$ cat src/vrm_pkg.sv
package vrm_pkg;

    // ------------------------------------------------------------
    // Register offsets
    // ------------------------------------------------------------
    localparam logic [7:0] OFS_NORMAL_RAMP    = 8'h4e; // volume_normal_ramp
    localparam logic [7:0] OFS_EMERGENCY_RAMP = 8'h4f; // volume_emergency_ramp
    localparam logic [7:0] OFS_ZERO_MUTE_CFG  = 8'h50; // zero_detect_mute_config

    // ------------------------------------------------------------
    // Reset values
    // ------------------------------------------------------------
    localparam logic [7:0] RST_NORMAL_RAMP    = 8'h33;
    localparam logic [7:0] RST_EMERGENCY_RAMP = 8'h30;
    localparam logic [7:0] RST_ZERO_MUTE_CFG  = 8'h07;

    // ------------------------------------------------------------
    // Field positions
    // ------------------------------------------------------------
    localparam int DOWN_RATE_LSB = 6; // Normal and emergency down rate
    localparam int DOWN_STEP_LSB = 4; // Normal and emergency down step
    localparam int UP_RATE_LSB   = 2; // Normal up rate
    localparam int UP_STEP_LSB   = 0; // Normal up step
    localparam int COUPLE_BIT    = 2; // Mute both only when both qualify
    localparam int RIGHT_EN_BIT  = 1; // Right auto-mute enable
    localparam int LEFT_EN_BIT   = 0; // Left auto-mute enable

    // ------------------------------------------------------------
    // Volume code and timing
    // ------------------------------------------------------------
    localparam logic [7:0] VOL_MUTE     = 8'hff; // Code meaning mute
    localparam logic [7:0] VOL_ZERO_DB  = 8'h30; // 0 dB, 0.5 dB per count
    localparam logic [1:0] RATE_INSTANT = 2'h3;  // Rate code for a jump
    localparam int         RUN_W        = 19;    // Zero-run counter width

    // Sample periods per update, minus one
    function automatic logic [1:0] rate_last(input logic [1:0] rate);
        case (rate)
            2'h0:    rate_last = 2'h0;
            2'h1:    rate_last = 2'h1;
            default: rate_last = 2'h3;
        endcase
    endfunction

    // Step size in half-dB counts: 4, 2, 1, 0.5 dB
    function automatic logic [7:0] step_counts(input logic [1:0] sel);
        case (sel)
            2'h0:    step_counts = 8'h08;
            2'h1:    step_counts = 8'h04;
            2'h2:    step_counts = 8'h02;
            default: step_counts = 8'h01;
        endcase
    endfunction

    // Zero samples needed before auto-mute; counted in samples so it
    // scales with the sample rate by itself
    function automatic logic [RUN_W-1:0] zero_run_limit(input logic [2:0] sel);
        case (sel)
            3'h0:    zero_run_limit = 19'h00450; // 11.5 ms at 96 kHz
            3'h1:    zero_run_limit = 19'h013e0; // 53 ms
            3'h2:    zero_run_limit = 19'h027f0; // 106.5 ms
            3'h3:    zero_run_limit = 19'h063f0; // 266.5 ms
            3'h4:    zero_run_limit = 19'h0c8a0; // 0.535 s
            3'h5:    zero_run_limit = 19'h18f60; // 1.065 s
            3'h6:    zero_run_limit = 19'h3e760; // 2.665 s
            default: zero_run_limit = 19'h7cec0; // 5.33 s
        endcase
    endfunction

endpackage

$ cat src/vrm_volume_ramp.sv
`timescale 1ns/1ps
`default_nettype none
module vrm_volume_ramp
    import vrm_pkg::*;
(
    input  wire logic       mclk_i,
    input  wire logic       sys_rst_i,
    input  wire logic       clk_en_i,
    input  wire logic       reg_wr_i,               // Register write strobe
    input  wire logic       reg_rd_i,               // Register read strobe
    input  wire logic [7:0] reg_addr_i,             // Register offset
    input  wire logic [7:0] reg_wdata_i,            // Write data
    output logic      [7:0] reg_rdata_o,            // Read data, registered
    input  wire logic       fs_tick_i,              // One pulse per sample
    input  wire logic [7:0] shared_volume_code_i,   // Target volume code
    input  wire logic       soft_mute_i,            // Normal mute request
    input  wire logic       emerg_mute_i,           // Clock error or power loss
    input  wire logic       left_zero_i,            // Left sample is zero
    input  wire logic       right_zero_i,           // Right sample is zero
    input  wire logic [2:0] left_zero_run_length_i, // Left run select
    input  wire logic [2:0] right_zero_run_length_i,// Right run select
    output logic      [7:0] gain_code_o,            // Applied volume code
    output logic            gain_muted_o,           // Applied code is mute
    output logic            ramp_busy_o,            // Gain not at goal
    output logic            left_mute_o,            // Left auto-muted
    output logic            right_mute_o            // Right auto-muted
);

    // ------------------------------------------------------------
    // Registers
    // ------------------------------------------------------------
    logic [7:0] normal_ramp_ff;  // volume_normal_ramp
    logic [7:0] emerg_ramp_ff;   // volume_emergency_ramp
    logic [7:0] mute_cfg_ff;     // zero_detect_mute_config
    logic [7:0] rdata_ff;        // Read data holding register

    // Writes store whole bytes; reserved bits read back as written
    always_ff @(posedge mclk_i) begin
        if (sys_rst_i) begin
            normal_ramp_ff <= RST_NORMAL_RAMP;
            emerg_ramp_ff  <= RST_EMERGENCY_RAMP;
            mute_cfg_ff    <= RST_ZERO_MUTE_CFG;
        end else if (clk_en_i && reg_wr_i) begin
            case (reg_addr_i)
                OFS_NORMAL_RAMP:    normal_ramp_ff <= reg_wdata_i;
                OFS_EMERGENCY_RAMP: emerg_ramp_ff  <= reg_wdata_i;
                OFS_ZERO_MUTE_CFG:  mute_cfg_ff    <= reg_wdata_i;
                default: begin
                    // Unmapped offsets are ignored
                end
            endcase
        end
    end

    // Read mux; unmapped offsets read as zero
    always_ff @(posedge mclk_i) begin
        if (sys_rst_i) begin
            rdata_ff <= 8'h00;
        end else if (clk_en_i && reg_rd_i) begin
            case (reg_addr_i)
                OFS_NORMAL_RAMP:    rdata_ff <= normal_ramp_ff;
                OFS_EMERGENCY_RAMP: rdata_ff <= emerg_ramp_ff;
                OFS_ZERO_MUTE_CFG:  rdata_ff <= mute_cfg_ff;
                default:            rdata_ff <= 8'h00;
            endcase
        end
    end

    assign reg_rdata_o = rdata_ff;

    // ------------------------------------------------------------
    // Field decode
    // ------------------------------------------------------------
    logic [1:0] soft_down_rate;       // Normal down rate
    logic [1:0] soft_down_increment;  // Normal down step
    logic [1:0] soft_up_rate;         // Normal up rate
    logic [1:0] soft_up_increment;    // Normal up step
    logic [1:0] fast_down_rate;       // Emergency down rate
    logic [1:0] fast_down_increment;  // Emergency down step

    assign soft_down_rate      = normal_ramp_ff[DOWN_RATE_LSB +: 2];
    assign soft_down_increment = normal_ramp_ff[DOWN_STEP_LSB +: 2];
    assign soft_up_rate        = normal_ramp_ff[UP_RATE_LSB +: 2];
    assign soft_up_increment   = normal_ramp_ff[UP_STEP_LSB +: 2];
    assign fast_down_rate      = emerg_ramp_ff[DOWN_RATE_LSB +: 2];
    assign fast_down_increment = emerg_ramp_ff[DOWN_STEP_LSB +: 2];

    // ------------------------------------------------------------
    // Ramp control
    // ------------------------------------------------------------
    logic [7:0] gain_code_ff; // Applied code, larger is quieter
    logic [1:0] div_cnt_ff;   // Sample periods since last update
    logic [7:0] goal;         // Code the gain heads for
    logic       go_down;      // Gain must get quieter
    logic       go_up;        // Gain must get louder
    logic [1:0] rate;         // Active rate code
    logic [7:0] step_n;       // Active step in half-dB counts
    logic       instant;      // Jump this cycle
    logic       upd;          // Step this cycle
    logic       clamp;        // Step would reach or pass goal
    logic [8:0] sum_down;     // Wide sum avoids wrap past mute
    logic [7:0] nxt_gain;     // Gain after a step

    // Select goal, direction and settings
    always_comb begin
        goal    = (emerg_mute_i || soft_mute_i) ? VOL_MUTE : shared_volume_code_i;
        go_down = goal > gain_code_ff;
        go_up   = goal < gain_code_ff;
        if (emerg_mute_i) begin
            rate   = fast_down_rate;
            step_n = step_counts(fast_down_increment);
        end else if (go_down) begin
            rate   = soft_down_rate;
            step_n = step_counts(soft_down_increment);
        end else begin
            rate   = soft_up_rate;
            step_n = step_counts(soft_up_increment);
        end
    end

    assign instant = clk_en_i && (go_down || go_up) && (rate == RATE_INSTANT);

    assign upd = clk_en_i && fs_tick_i && (go_down || go_up)
                 && (rate != RATE_INSTANT) && (div_cnt_ff == rate_last(rate));

    assign sum_down = {1'b0, gain_code_ff} + {1'b0, step_n};
    always_comb begin
        if (go_down) begin
            clamp    = sum_down >= {1'b0, goal};
            nxt_gain = clamp ? goal : sum_down[7:0];
        end else begin
            // Nine-bit sum so a goal near mute cannot wrap and overshoot
            clamp    = {1'b0, gain_code_ff} <= ({1'b0, goal} + {1'b0, step_n});
            nxt_gain = clamp ? goal : 8'(gain_code_ff - step_n);
        end
    end

    // Gain register; power-up starts muted and ramps to target
    // step down
    always_ff @(posedge mclk_i) begin
        if (sys_rst_i) begin
            gain_code_ff <= VOL_MUTE;
        end else if (instant) begin
            gain_code_ff <= goal;
        end else if (upd) begin
            gain_code_ff <= nxt_gain;
        end
    end

    // Sample divider restarts after each update or when idle, so a new
    // ramp from idle waits a full period before its first step; a reversal keeps the count
    always_ff @(posedge mclk_i) begin
        if (sys_rst_i) begin
            div_cnt_ff <= 2'h0;
        end else if (clk_en_i) begin
            if (!(go_down || go_up) || upd || instant) begin
                div_cnt_ff <= 2'h0;
            end else if (fs_tick_i) begin
                div_cnt_ff <= 2'(div_cnt_ff + 1'b1);
            end
        end
    end

    assign gain_code_o  = gain_code_ff;
    assign gain_muted_o = (gain_code_ff == VOL_MUTE);
    assign ramp_busy_o  = go_down || go_up;

    // ------------------------------------------------------------
    // Auto-mute
    // ------------------------------------------------------------
    logic left_qual;     // Left run complete
    logic right_qual;    // Right run complete
    logic left_mute_ff;  // Left mute output
    logic right_mute_ff; // Right mute output

    vrm_zero_run u_left (
        .mclk_i        (mclk_i),
        .sys_rst_i     (sys_rst_i),
        .clk_en_i      (clk_en_i),
        .sample_stb_i  (fs_tick_i),
        .sample_zero_i (left_zero_i),
        .enable_i      (mute_cfg_ff[LEFT_EN_BIT]),
        .run_sel_i     (left_zero_run_length_i),
        .qualify_o     (left_qual)
    );

    vrm_zero_run u_right (
        .mclk_i        (mclk_i),
        .sys_rst_i     (sys_rst_i),
        .clk_en_i      (clk_en_i),
        .sample_stb_i  (fs_tick_i),
        .sample_zero_i (right_zero_i),
        .enable_i      (mute_cfg_ff[RIGHT_EN_BIT]),
        .run_sel_i     (right_zero_run_length_i),
        .qualify_o     (right_qual)
    );

    // Coupled mode needs both channels; with one disabled, neither mutes
    // channel coupling
    always_ff @(posedge mclk_i) begin
        if (sys_rst_i) begin
            left_mute_ff  <= 1'b0;
            right_mute_ff <= 1'b0;
        end else if (clk_en_i) begin
            if (mute_cfg_ff[COUPLE_BIT]) begin
                // Enables gate too: a qualify lingers one cycle after a disable
                left_mute_ff  <= left_qual && right_qual
                                 && mute_cfg_ff[LEFT_EN_BIT] && mute_cfg_ff[RIGHT_EN_BIT];
                right_mute_ff <= left_qual && right_qual
                                 && mute_cfg_ff[LEFT_EN_BIT] && mute_cfg_ff[RIGHT_EN_BIT];
            end else begin
                left_mute_ff  <= left_qual && mute_cfg_ff[LEFT_EN_BIT];
                right_mute_ff <= right_qual && mute_cfg_ff[RIGHT_EN_BIT];
            end
        end
    end

    assign left_mute_o  = left_mute_ff;
    assign right_mute_o = right_mute_ff;
endmodule
`default_nettype wire

$ cat src/vrm_zero_run.sv
`timescale 1ns/1ps
`default_nettype none
module vrm_zero_run
    import vrm_pkg::*;
#(
    parameter int CNT_W = RUN_W
) (
    input  wire logic       mclk_i,
    input  wire logic       sys_rst_i,
    input  wire logic       clk_en_i,
    input  wire logic       sample_stb_i,  // One pulse per sample
    input  wire logic       sample_zero_i, // Sample value is zero
    input  wire logic       enable_i,      // Auto-mute allowed
    input  wire logic [2:0] run_sel_i,     // Run length select
    output logic            qualify_o      // Run reached, registered
);

    // ------------------------------------------------------------
    // Zero-run counter
    // ------------------------------------------------------------
    logic [CNT_W-1:0] cnt_ff;      // Zeros seen so far
    logic             qualify_ff;  // Run length reached
    logic [CNT_W-1:0] nxt_cnt;     // Count after this sample
    logic [CNT_W-1:0] limit;       // Selected run length

    assign nxt_cnt   = CNT_W'(cnt_ff + 1'b1);
    assign limit     = CNT_W'(zero_run_limit(run_sel_i));
    assign qualify_o = qualify_ff;

    // Count zeros; any non-zero sample or a disable restarts the run
    // run before qualify
    always_ff @(posedge mclk_i) begin
        if (sys_rst_i) begin
            cnt_ff     <= '0;
            qualify_ff <= 1'b0;
        end else if (clk_en_i) begin
            if (!enable_i || (sample_stb_i && !sample_zero_i)) begin
                cnt_ff     <= '0;
                qualify_ff <= 1'b0;
            end else if (sample_stb_i && !qualify_ff) begin
                // Counter holds once qualified, so it never wraps
                cnt_ff     <= nxt_cnt;
                qualify_ff <= (nxt_cnt >= limit);
            end
        end
    end
endmodule
`default_nettype wire
$ cat config.mk
export PLATFORM = sky130hd
export DESIGN_NAME = vrm_volume_ramp
export DESIGN_NICKNAME = d
export VERILOG_FILES = /design/src/vrm_pkg.sv /design/src/vrm_volume_ramp.sv /design/src/vrm_zero_run.sv
export SDC_FILE = /design/constraint.sdc
export NUM_CORES = 1
export LEC_CHECK = 0
export BUFFER_PORTS_ARGS = -buffer_cell sky130_fd_sc_hd__buf_2
export CORE_MARGIN = 2
export CORE_UTILIZATION = 35
export CTS_BUF_LIST = sky130_fd_sc_hd__clkbuf_4
export DETAILED_ROUTE_END_ITERATION = 10
export PLACE_DENSITY = 0.51
export SYNTH_ARGS = -nofsm -noshare
export SYNTH_HDL_FRONTEND = slang
export SYNTH_SLANG_ARGS = --single-unit
$ cat constraint.sdc
create_clock -name mclk_i -period 10.5 [get_ports mclk_i]
set_input_delay 0.525 -clock mclk_i [delete_from_list [all_inputs] [get_ports mclk_i]]
set_output_delay 0.525 -clock mclk_i [all_outputs]
set_load 0.005 [all_outputs]
==> impl_metrics.py, run 1 <==
metrics = {
    "yosys": {
        "synth.distinct_cells": 63,
        "netlist.area_leader.share": 0.249,
        "avgSynthCellArea_sq_um": 7.93,
        "synth_most_common_cell": "nor2_1",
        "synth_seq_cells": 84,
        "ys_seq_area_frac": 0.249,
        "yosys_warnings": 0,
        "syn_nets": 965,
        "synthArstFlopShare": 0,
        "synth_area_leaders": "dfxtp_1 25%, ha_1 13%, nor2_1 6.1%",
        "synth-edff-count": 0,
        "synth_area_leader_cell": "dfxtp_1",
        "syn_inst": 852,
        "synthTopCellsByCount": "110 x nor2_1, 84 x dfxtp_1, 70 x ha_1",
        "syn_area_sq_um": 6760,
        "ys.flop_type": "dfxtp_1",
    },
    "clock_tree": {
        "cts_tree": "built",
        "cts_hold_buf": 0,
        "post-cts-setup-buffers": 0,
        "cts_root_buf": "clkbuf_4",
        "clk_latency_ns": 0.46,
        "htreeDepth": 3,
        "cts_inserted_buffers": 9,
        "cts_sinks": 84,
        "clockBufferDepth": 2,
        "path_clk_slew_ns": 0.16,
        "ctsResizeCount": 0,
    },
    "floorplanning": {
        "ios": 60,
        "coreArea_sq_um": 18800,
        "initial_core_util": 0.359,
        "fp-row-count": 50,
        "chipWidth_microns": 143,
        "die_area_sq_um": 20400,
        "die_y_microns": 143,
    },
    "critical_path": {
        "worst-setup-path-type": "input port to flop",
        "critical_path_required_ns": 10.83,
        "worstReg2RegEnd": "gain_code_o[3]",
        "r2r_setup_slack_ns": 3.79,
        "start_kind": "input port",
        "cp-end-kind": "flop",
        "crit_path_max_fanout": 25,
        "rr_startpoint": "gain_code_o[5]",
        "critical_path_arrival_ns": 7.13,
        "worstRegToRegCells": 24,
    },
    "timing": {
        "worst_pin_slew_ns": 1.14,
        "skew_ns": 0.0254,
        "min_period_ns": 6.80,
        "rsz0062_at_grt": "no",
        "slew_violations": 0,
        "max_clock_freq_mhz": 147,
        "finalCritPeriodShare": 0.648,
        "slew_headroom": 0.238,
        "fin_setup_tns_ns": 0,
        "finalHoldViolCount": 0,
        "setup_viol": 0,
    },
    "detailed_routing": {
        "first_pass_iters": 4,
        "vias_per_cell": 5.25,
        "dr.first_iter.drc_count": 267,
        "drt_wl_total_mm": 18.0,
        "vias": 6011,
        "drcViolationCount": 0,
        "final_antenna_net_count": 0,
        "wl_per_cell_microns": 15.7,
    },
    "hold_path": {
        "hold_class": "input port to flop",
        "hp-start": "reg_wdata_i[4]",
        "min_to": "emerg_ramp_ff[4]",
        "min_path_cells": 3,
    },
    "placement": {
        "placed_cell_area_sq_um": 7210,
        "io_buffers": 59,
        "gp_congestion": 0.807,
        "hpwl_mm": 13.5,
        "placedCellCount": 1128,
    },
    "global_route": {
        "antenna_found_initial": 1,
        "grt_use_met3": 0.0255,
        "grt_most_used_layer": "met2",
        "grt_max_degree": 84,
        "grtUsageMet1": 0.254,
        "grt_pass1_wl_mm": 28.8,
        "grt_usage": 0.178,
        "grt_overflow": 0,
        "use_met2": 0.280,
        "grt_pass1_vias": 5509,
    },
    "pwr": {
        "power_leakage_nw": 3.27,
        "cellPowerDensity_nw_per_um2": 130,
        "ir_drop_mv": 0.0511,
    },
    "finish": {
        "fillers": 2026,
        "area_growth_pct": 8.48,
        "final_area_sq_um": 7330,
        "fin_cells": 1144,
        "drive_above_1_share": 0.117,
        "nNetsFinal": 992,
    },
    "run": {
        "drv_cap": 0,
    },
    "outcome": {
        "status": "finished, final reports clean",
    },
}
==> state kept, by name, summed over array words and instances, names as in the netlist <==
signal / count
normal_ramp_ff: 8
u_right.qualify_o: 1
div_cnt_ff: 2
right_mute_o: 1
gain_code_o: 8
reg_rdata_o: 8
left_mute_o: 1
u_left.qualify_o: 1
emerg_ramp_ff: 8
u_right.cnt_ff: 19
mute_cfg_ff: 8
u_left.cnt_ff: 19
==> worst max-delay path, cell delays in order <==
cell and delay [ns]:
buf_2 0.24, or3_1 0.48, ha_1 0.36, nand4_2 0.18
nor2_2 0.22, nor2_1 0.12, nor2_1 0.86, a31oi_1 0.17
o21ai_0 0.35, ha_1 0.24, inv_1 0.05, fa_1 0.43
nand2b_1 0.19, a21oi_1 0.31, and3_1 0.22, xnor2_1 0.14
ha_1 0.28, o21ai_0 0.16, nor2_1 0.05, or3_1 0.32
nor2b_1 0.36, mux2_2 0.26, o31ai_2 0.13, a221oi_1 0.37
mux2i_1 0.11
==> power by group <==
part,internal [W],switching [W]
Clock,0.0000506,0.000132
Sequential,0.000327,0.0000161
Combinational,0.000169,0.000258
Total,0.000547,0.000406
==> worst max-delay path by stage <==
stage,from,to,depth (start not counted)
finish,emerg_mute_i,gain_code_o[3],25
global route,emerg_mute_i,gain_code_o[3],26
CTS,gain_code_o[5],gain_code_o[3],24
detailed placement,emerg_mute_i,gain_code_o[3],25
global placement,emerg_mute_i,gain_code_o[3],25
floorplan,emerg_mute_i,gain_code_o[1],27
==> through the flow <==
step / power [W] / setup WS (ns) / hold slack (ns) / util
finish: 0.000953 / 3.70 / 0.304 / 0.389
CTS: 0.000967 / 3.80 / 0.261 / 0.389
global placement: 0.000780 / 3.34 / 0.472 / 0.383
global route: 0.00103 / 3.21 / 0.272 / 0.389
detailed placement: 0.000776 / 3.26 / 0.481 / 0.383
floorplan: 0.000657 / 4.44 / 0.460 / -
==> cell type report <==
| class | instances | area [sq um] | area share |
|---|---|---|---|
| timing repair buffer | 61 | 310 | 0.0423 |
| clock inverter | 6 | 48.8 | 0.00666 |
| tap | 260 | 325 | 0.0444 |
| multi-input combinational | 684 | 4750 | 0.648 |
| sequential | 84 | 1680 | 0.229 |
| antenna | 1 | 2.50 | 0.000341 |
| clock buffer | 9 | 67.6 | 0.00922 |
| inverter | 39 | 146 | 0.0200 |
==> cells in the final DEF (no fill, tap or decap), types with 5 or more instances in the layout <==
master / Yosys / routed
nor2_1: 110 / 110
dfxtp_1: 84 / 84
ha_1: 70 / 70
buf_2: 6 / 59
nand2_1: 51 / 51
a21oi_1: 51 / 51
o21ai_0: 46 / 45
inv_1: 39 / 39
nand3_1: 35 / 35
mux2i_1: 33 / 33
xnor2_1: 26 / 26
xor2_1: 25 / 25
a22oi_1: 21 / 21
and3_1: 18 / 18
nand4_1: 15 / 15
or3_1: 12 / 12
o21a_1: 12 / 12
nor2b_1: 12 / 12
a211oi_1: 12 / 12
nor3_1: 11 / 11
nand3b_1: 10 / 10
a21o_1: 9 / 9
clkbuf_4: 0 / 9
a31oi_1: 8 / 8
a221oi_1: 8 / 8
nand2b_1: 7 / 7
o211ai_1: 7 / 7
mux2_2: 5 / 5
==> cell families (layout without fill, tap and decap cells) <==
group,count (synthesis),count (layout),share of synthesized area
AND/OR/NAND/NOR,312,312,0.230
XOR/XNOR,51,51,0.0661
AO/OA/AOI/OAI,210,210,0.211
flip-flops,84,84,0.249
multiplexers,38,38,0.0572
adder cells (fa/ha/maj),73,73,0.139
other,0,1,0
buffers and inverters,84,115,0.0485
==> routing by layer <==
| layer | vias up | share of wire |
|---|---|---|
| met2 | 80 | 0.45 |
| met4 | 0 | 0.0061 |
| met5 | - | 0 |
| li1 | 3127 | - |
| met1 | 2796 | 0.51 |
| met3 | 8 | 0.036 |
Note: power is estimated with default switching activity, not from simulation.
==> inputs of run 2 (changes only) <==
--- a/config.mk
+++ b/config.mk
@@ -5,6 +5,7 @@
 export SDC_FILE = /design/constraint.sdc
 export NUM_CORES = 1
 export LEC_CHECK = 0
+export ABC_AREA = 1
 export BUFFER_PORTS_ARGS = -buffer_cell sky130_fd_sc_hd__buf_2
 export CORE_MARGIN = 2
 export CORE_UTILIZATION = 35
==> constraint.sdc (replaced) <==
create_clock -name mclk_i -period 7.1 [get_ports mclk_i]
set_input_delay 0.355 -clock mclk_i [delete_from_list [all_inputs] [get_ports mclk_i]]
set_output_delay 0.355 -clock mclk_i [all_outputs]
set_load 0.005 [all_outputs]
==> impl_metrics.py, run 2 <==
metrics = {
    "critical_path": {
        "critical_path_required_ns": 7.47,
        "crit_path_max_fanout": 15,
        "r2r_setup_slack_ns": 1.68,
        "cp_slowest_cell": "dfxtp_1",
        "critical_path.most_common_cell": "nand2_1",
        "crit_start": "gain_code_o[5]",
        "cp-end-kind": "flop",
        "start_kind": "flop",
        "critical_path_arrival_ns": 5.79,
        "rr_startpoint": "gain_code_o[5]",
        "worstRegToRegCells": 30,
        "cpPeakStageDelay_ns": 0.55,
        "worstReg2RegEnd": "gain_code_o[2]",
        "worst-setup-path-type": "flop to flop",
    },
    "placement": {
        "hpwl_mm": 13.0,
        "placedCellCount": 1219,
        "gp_congestion": 0.903,
        "io_buffers": 59,
    },
    "yosys": {
        "syn_area_sq_um": 6520,
        "ys.flop_type": "dfxtp_1",
        "synthTopCellsByCount": "241 x nand2_1, 118 x inv_1, 100 x a21oi_1",
        "netlist.area_leader.share": 0.258,
        "syn_inst": 948,
        "yosys_warnings": 0,
        "syn_nets": 1061,
        "avgSynthCellArea_sq_um": 6.88,
        "synth_most_common_cell": "nand2_1",
        "synth_seq_cells": 84,
        "synth_area_leaders": "dfxtp_1 26%, nand2_1 14%, ha_1 13%",
        "synth.distinct_cells": 48,
        "ys_seq_area_frac": 0.258,
        "synth_area_leader_cell": "dfxtp_1",
        "synthArstFlopShare": 0,
        "synth-edff-count": 0,
    },
    "pwr": {
        "switching_share": 0.488,
        "ir_drop_mv": 0.141,
        "cellPowerDensity_nw_per_um2": 295,
        "p_comb_frac": 0.602,
        "switchingPower_w": 0.00104,
        "p_seq_frac": 0.261,
        "internal_power_w": 0.00109,
        "power_leakage_nw": 3.41,
        "clockPowerShare": 0.138,
    },
    "global_route": {
        "grt_pass1_vias": 5739,
        "grt_usage": 0.176,
        "grt_overflow": 0,
        "antenna_found_initial": 2,
        "grt_pass1_wl_mm": 28.3,
        "grt_max_degree": 55,
    },
    "finish": {
        "final_common_cell": "nand2_1",
        "area_growth_pct": 10.2,
        "reg_top3": "u_left.cnt_ff (19), u_right.cnt_ff (19)",
        "final_cell_mix": "241 x nand2_1, 118 x inv_1, 100 x a21oi_1",
        "drive_above_1_share": 0.122,
        "final_core_util": 0.396,
        "nNetsFinal": 1114,
        "fin_cells": 1236,
    },
    "timing": {
        "setup_viol": 0,
        "fin_setup_tns_ns": 0,
        "min_period_ns": 5.42,
        "skew_ns": 0.0260,
        "finalCritPeriodShare": 0.763,
        "max_clock_freq_mhz": 185,
        "rsz0062_at_grt": "no",
        "slew_headroom": 0.328,
        "finalHoldViolCount": 0,
        "worst_pin_slew_ns": 1.01,
        "slew_violations": 0,
        "holdWs_ns": 0.160,
    },
    "detailed_routing": {
        "wl_per_cell_microns": 13.5,
        "drt_wl_total_mm": 16.7,
        "vias_per_cell": 4.84,
        "first_pass_iters": 5,
        "final_antenna_net_count": 0,
        "drcViolationCount": 0,
        "vias": 5978,
        "dr.first_iter.drc_count": 320,
    },
    "floorplanning": {
        "ios": 60,
        "chipWidth_microns": 141,
        "die_area_sq_um": 19700,
        "fp-row-count": 49,
        "initial_core_util": 0.359,
        "coreArea_sq_um": 18100,
        "die_y_microns": 141,
    },
    "clock_tree": {
        "cts_hold_buf": 0,
        "cts_inserted_buffers": 9,
        "cts_root_buf": "clkbuf_4",
        "clockBufferDepth": 2,
        "ctsResizeCount": 0,
        "htreeDepth": 3,
        "cts_tree": "built",
        "post-cts-setup-buffers": 0,
        "path_clk_slew_ns": 0.16,
        "clk_latency_ns": 0.45,
        "cts_sinks": 84,
    },
    "hold_path": {
        "hp-start": "reg_wdata_i[7]",
        "min_to": "mute_cfg_ff[7]",
        "hold_class": "input port to flop",
        "min_path_cells": 3,
    },
    "outcome": {
        "status": "finished, final reports clean",
    },
    "run": {
        "drv_cap": 0,
    },
}
## run 2: layout make-up
class | count | area (sq um)
antenna | 1 | 2.50
clock buffer | 9 | 67.6
clock inverter | 7 | 73.8
fill | 1955 | 11000
inverter | 123 | 462
multi-input combinational | 720 | 4290
sequential | 84 | 1680
tap | 229 | 287
timing repair buffer | 63 | 325
## run 2: worst max-delay path by stage
stage / endpoint / slack, ns / cells after the start
6_report: gain_code_o[2] / 1.68 / 30
5_1_grt: gain_code_o[2] / 1.15 / 32
4_1_cts: gain_code_o[2] / 1.69 / 30
3_5_place_dp: gain_code_o[2] / 1.29 / 34
3_3_place_gp: gain_code_o[2] / 1.32 / 35
2_1_floorplan: gain_code_o[2] / 2.35 / 32
## run 2: per-layer routing
layer  track usage  vias to the layer above  wire, microns
met5             0                        -             13
met3        0.0318                       12            499
li1              -                     3235              -
met1         0.241                     2655           8560
met2         0.287                       74           7500
met4        0.0426                        2            152
## run 2: stage by stage
stage,area (sq um),total power [W],setup slack (ns)
floorplan,6520,0.00153,2.35
global placement,7050,0.00185,1.32
detailed placement,7050,0.00184,1.29
CTS,7190,0.00214,1.69
global route,7190,0.00234,1.15
finish,7190,0.00212,1.68
## run 2: power by group through the flow
| stage | sequential (W) | clock, W | combinational [W] |
|---|---|---|---|
| 6_report | 0.000553 | 0.000292 | 0.00128 |
| 3_5_place_dp | 0.000563 | 0 | 0.00127 |
| 2_1_floorplan | 0.000545 | 0 | 0.000981 |
| 3_3_place_gp | 0.000564 | 0 | 0.00129 |
| 4_1_cts | 0.000552 | 0.000307 | 0.00128 |
| 5_1_grt | 0.000559 | 0.000327 | 0.00146 |
## run 2: cell families after synthesis
kind of cell,synth area share
AOI/OAI and AO/OA,0.159
buffers and inverters,0.0850
xor gates and xnor gates,0.0708
DFF,0.258
and+or+nand+nor,0.284
adders and majority gates,0.143
## run 2: critical path: cells and delay by family (launching register included)
| family | cells | cell delay (ns) |
|---|---|---|
| AO/OA/AOI/OAI | 6 | 1.08 |
| buffers and inverters | 3 | 0.49 |
| flip-flops | 1 | 0.55 |
| AND/OR/NAND/NOR | 16 | 1.73 |
| XOR/XNOR | 1 | 0.20 |
| adder cells (fa/ha/maj) | 4 | 1.31 |
==> inputs of run 3 (changes only) <==
--- a/config.mk
+++ b/config.mk
@@ -11,7 +11,7 @@
 export CORE_UTILIZATION = 35
 export CTS_BUF_LIST = sky130_fd_sc_hd__clkbuf_4
 export DETAILED_ROUTE_END_ITERATION = 10
-export PLACE_DENSITY = 0.51
+export PLACE_DENSITY = 0.53
 export SYNTH_ARGS = -nofsm -noshare
 export SYNTH_HDL_FRONTEND = slang
 export SYNTH_SLANG_ARGS = --single-unit
==> constraint.sdc (replaced) <==
create_clock -name mclk_i -period 4.85 [get_ports mclk_i]
set_input_delay 0.2425 -clock mclk_i [delete_from_list [all_inputs] [get_ports mclk_i]]
set_output_delay 0.2425 -clock mclk_i [all_outputs]
set_load 0.005 [all_outputs]
==> impl_metrics.py, run 3 (same netlist as run 2, synthesis figures left out) <==
metrics = {
    "outcome": {
        "status": "finished, final reports clean",
    },
    "critical_path": {
        "cpPeakStageDelay_ns": 0.36,
        "critical_path_required_ns": 5.24,
        "critical_path_arrival_ns": 4.84,
        "crit_path_max_fanout": 4,
        "cp_slowest_cell": "fa_2",
        "worst-setup-path-type": "flop to flop",
        "crit_start": "gain_code_o[5]",
        "start_kind": "flop",
        "cp-end-kind": "flop",
        "critical_path.most_common_cell": "nand2_1",
        "worstRegToRegCells": 33,
        "rr_startpoint": "gain_code_o[5]",
    },
    "pwr": {
        "ir_drop_mv": 0.224,
        "power_w": 0.00357,
        "power_leakage_nw": 3.62,
        "cellPowerDensity_nw_per_um2": 470,
    },
    "detailed_routing": {
        "vias_per_cell": 4.87,
        "final_antenna_net_count": 0,
        "drcViolationCount": 0,
        "dr.first_iter.drc_count": 260,
        "vias": 6207,
        "drt_wl_total_mm": 17.1,
        "first_pass_iters": 4,
        "wl_per_cell_microns": 13.4,
    },
    "floorplanning": {
        "die_y_microns": 141,
        "fp-row-count": 49,
        "die_area_sq_um": 19700,
        "ios": 60,
        "initial_core_util": 0.359,
        "coreArea_sq_um": 18100,
        "chipWidth_microns": 141,
    },
    "clock_tree": {
        "cts_inserted_buffers": 9,
        "clockBufferDepth": 2,
        "clk_latency_ns": 0.45,
        "cts_sinks": 84,
        "htreeDepth": 3,
        "path_clk_slew_ns": 0.14,
        "cts_root_buf": "clkbuf_4",
        "cts_tree": "built",
    },
    "timing": {
        "finalCritPeriodShare": 0.919,
        "slew_violations": 0,
        "min_period_ns": 4.46,
        "slew_headroom": 0.325,
        "fin_ws_ns": 0.394,
        "worst_pin_slew_ns": 1.01,
        "skew_ns": 0.0248,
        "setup_viol": 0,
        "max_clock_freq_mhz": 224,
        "finalHoldViolCount": 0,
        "holdWs_ns": 0.0503,
    },
    "finish": {
        "final_common_cell": "nand2_1",
        "nNetsFinal": 1152,
        "final_core_util": 0.418,
        "area_growth_pct": 16.4,
        "final_cell_mix": "241 x nand2_1, 118 x inv_1, 100 x a21oi_1",
        "drive_above_1_share": 0.156,
        "final_area_sq_um": 7590,
        "reg_top3": "u_left.cnt_ff (19), u_right.cnt_ff (19)",
    },
    "placement": {
        "gp_congestion": 0.807,
        "io_buffers": 59,
        "placed_cell_area_sq_um": 7300,
        "hpwl_mm": 13.3,
        "dp_slack_ns": -0.0206,
    },
    "global_route": {
        "grt_max_degree": 55,
        "grt_overflow": 0,
        "antenna_found_initial": 2,
        "grt_usage": 0.177,
        "grt_pass1_wl_mm": 28.4,
        "grt_pass1_vias": 5885,
    },
    "run": {
        "drv_cap": 0,
    },
    "hold_path": {
        "hold_class": "input port to flop",
        "hp-start": "reg_wdata_i[6]",
        "min_path_cells": 3,
    },
}
-- run 3: timing repair --
action	CTS	global route
setup buffers	0	1
endpoints found under the setup margin	0	8
hold endpoints to repair	7	0
hold buffers	3	0
resized for setup	0	8
-- run 3: final cells by class --
type | instances | area, sq um
diodes | 2 | 5.00
clock buffers | 9 | 67.6
clock inverters | 6 | 138
fillers | 1967 | 10600
inverters | 123 | 462
multi-input cells | 720 | 4330
flip-flops and latches | 84 | 1680
well taps | 229 | 287
repair buffers | 101 | 622
-- run 3: routing by layer --
metal / global-route usage / up-vias / wire [microns] / share of wire
li1: - / 3303 / - / -
met1: 0.236 / 2810 / 8360 / 0.49
met2: 0.296 / 85 / 7930 / 0.46
met3: 0.0291 / 9 / 637 / 0.037
met4: 0.0474 / 0 / 133 / 0.0078
met5: 0 / - / 0 / 0
-- run 3: per-stage QoR --
step | setup TNS (ns) | instances
finish | 0 | 1274
global route | -0.00139 | 1273
CTS | 0 | 1271
detailed placement | -0.0890 | 1253
global placement | 0 | 1253
floorplan | 0 | 948
-- run 3: path summary, 6_finish.rpt --
path                          to  slack, ns
hold reg to reg   reg_rdata_o[2]       0.47
setup / recovery  gain_code_o[2]       0.39
setup reg to reg  gain_code_o[2]       0.39
hold / removal    mute_cfg_ff[6]       0.05
-- run 3: power breakdown --
part	internal (W)	leakage (nW)	switching, W	total [W]
clock network	0.000312	0.106	0.000256	0.000568
logic	0.000931	2.83	0.00131	0.00224
registers	0.000728	0.679	0.0000244	0.000752
-- run 3: worst max-delay path: cells and delay by family (launching register included) --
kind	cells	cell delay, ns
AOI/OAI and AO/OA	7	1.00
xor gates and xnor gates	1	0.15
adders and majority gates	4	1.18
buffers and inverters	6	0.60
DFF	1	0.35
and+or+nand+nor	15	1.14
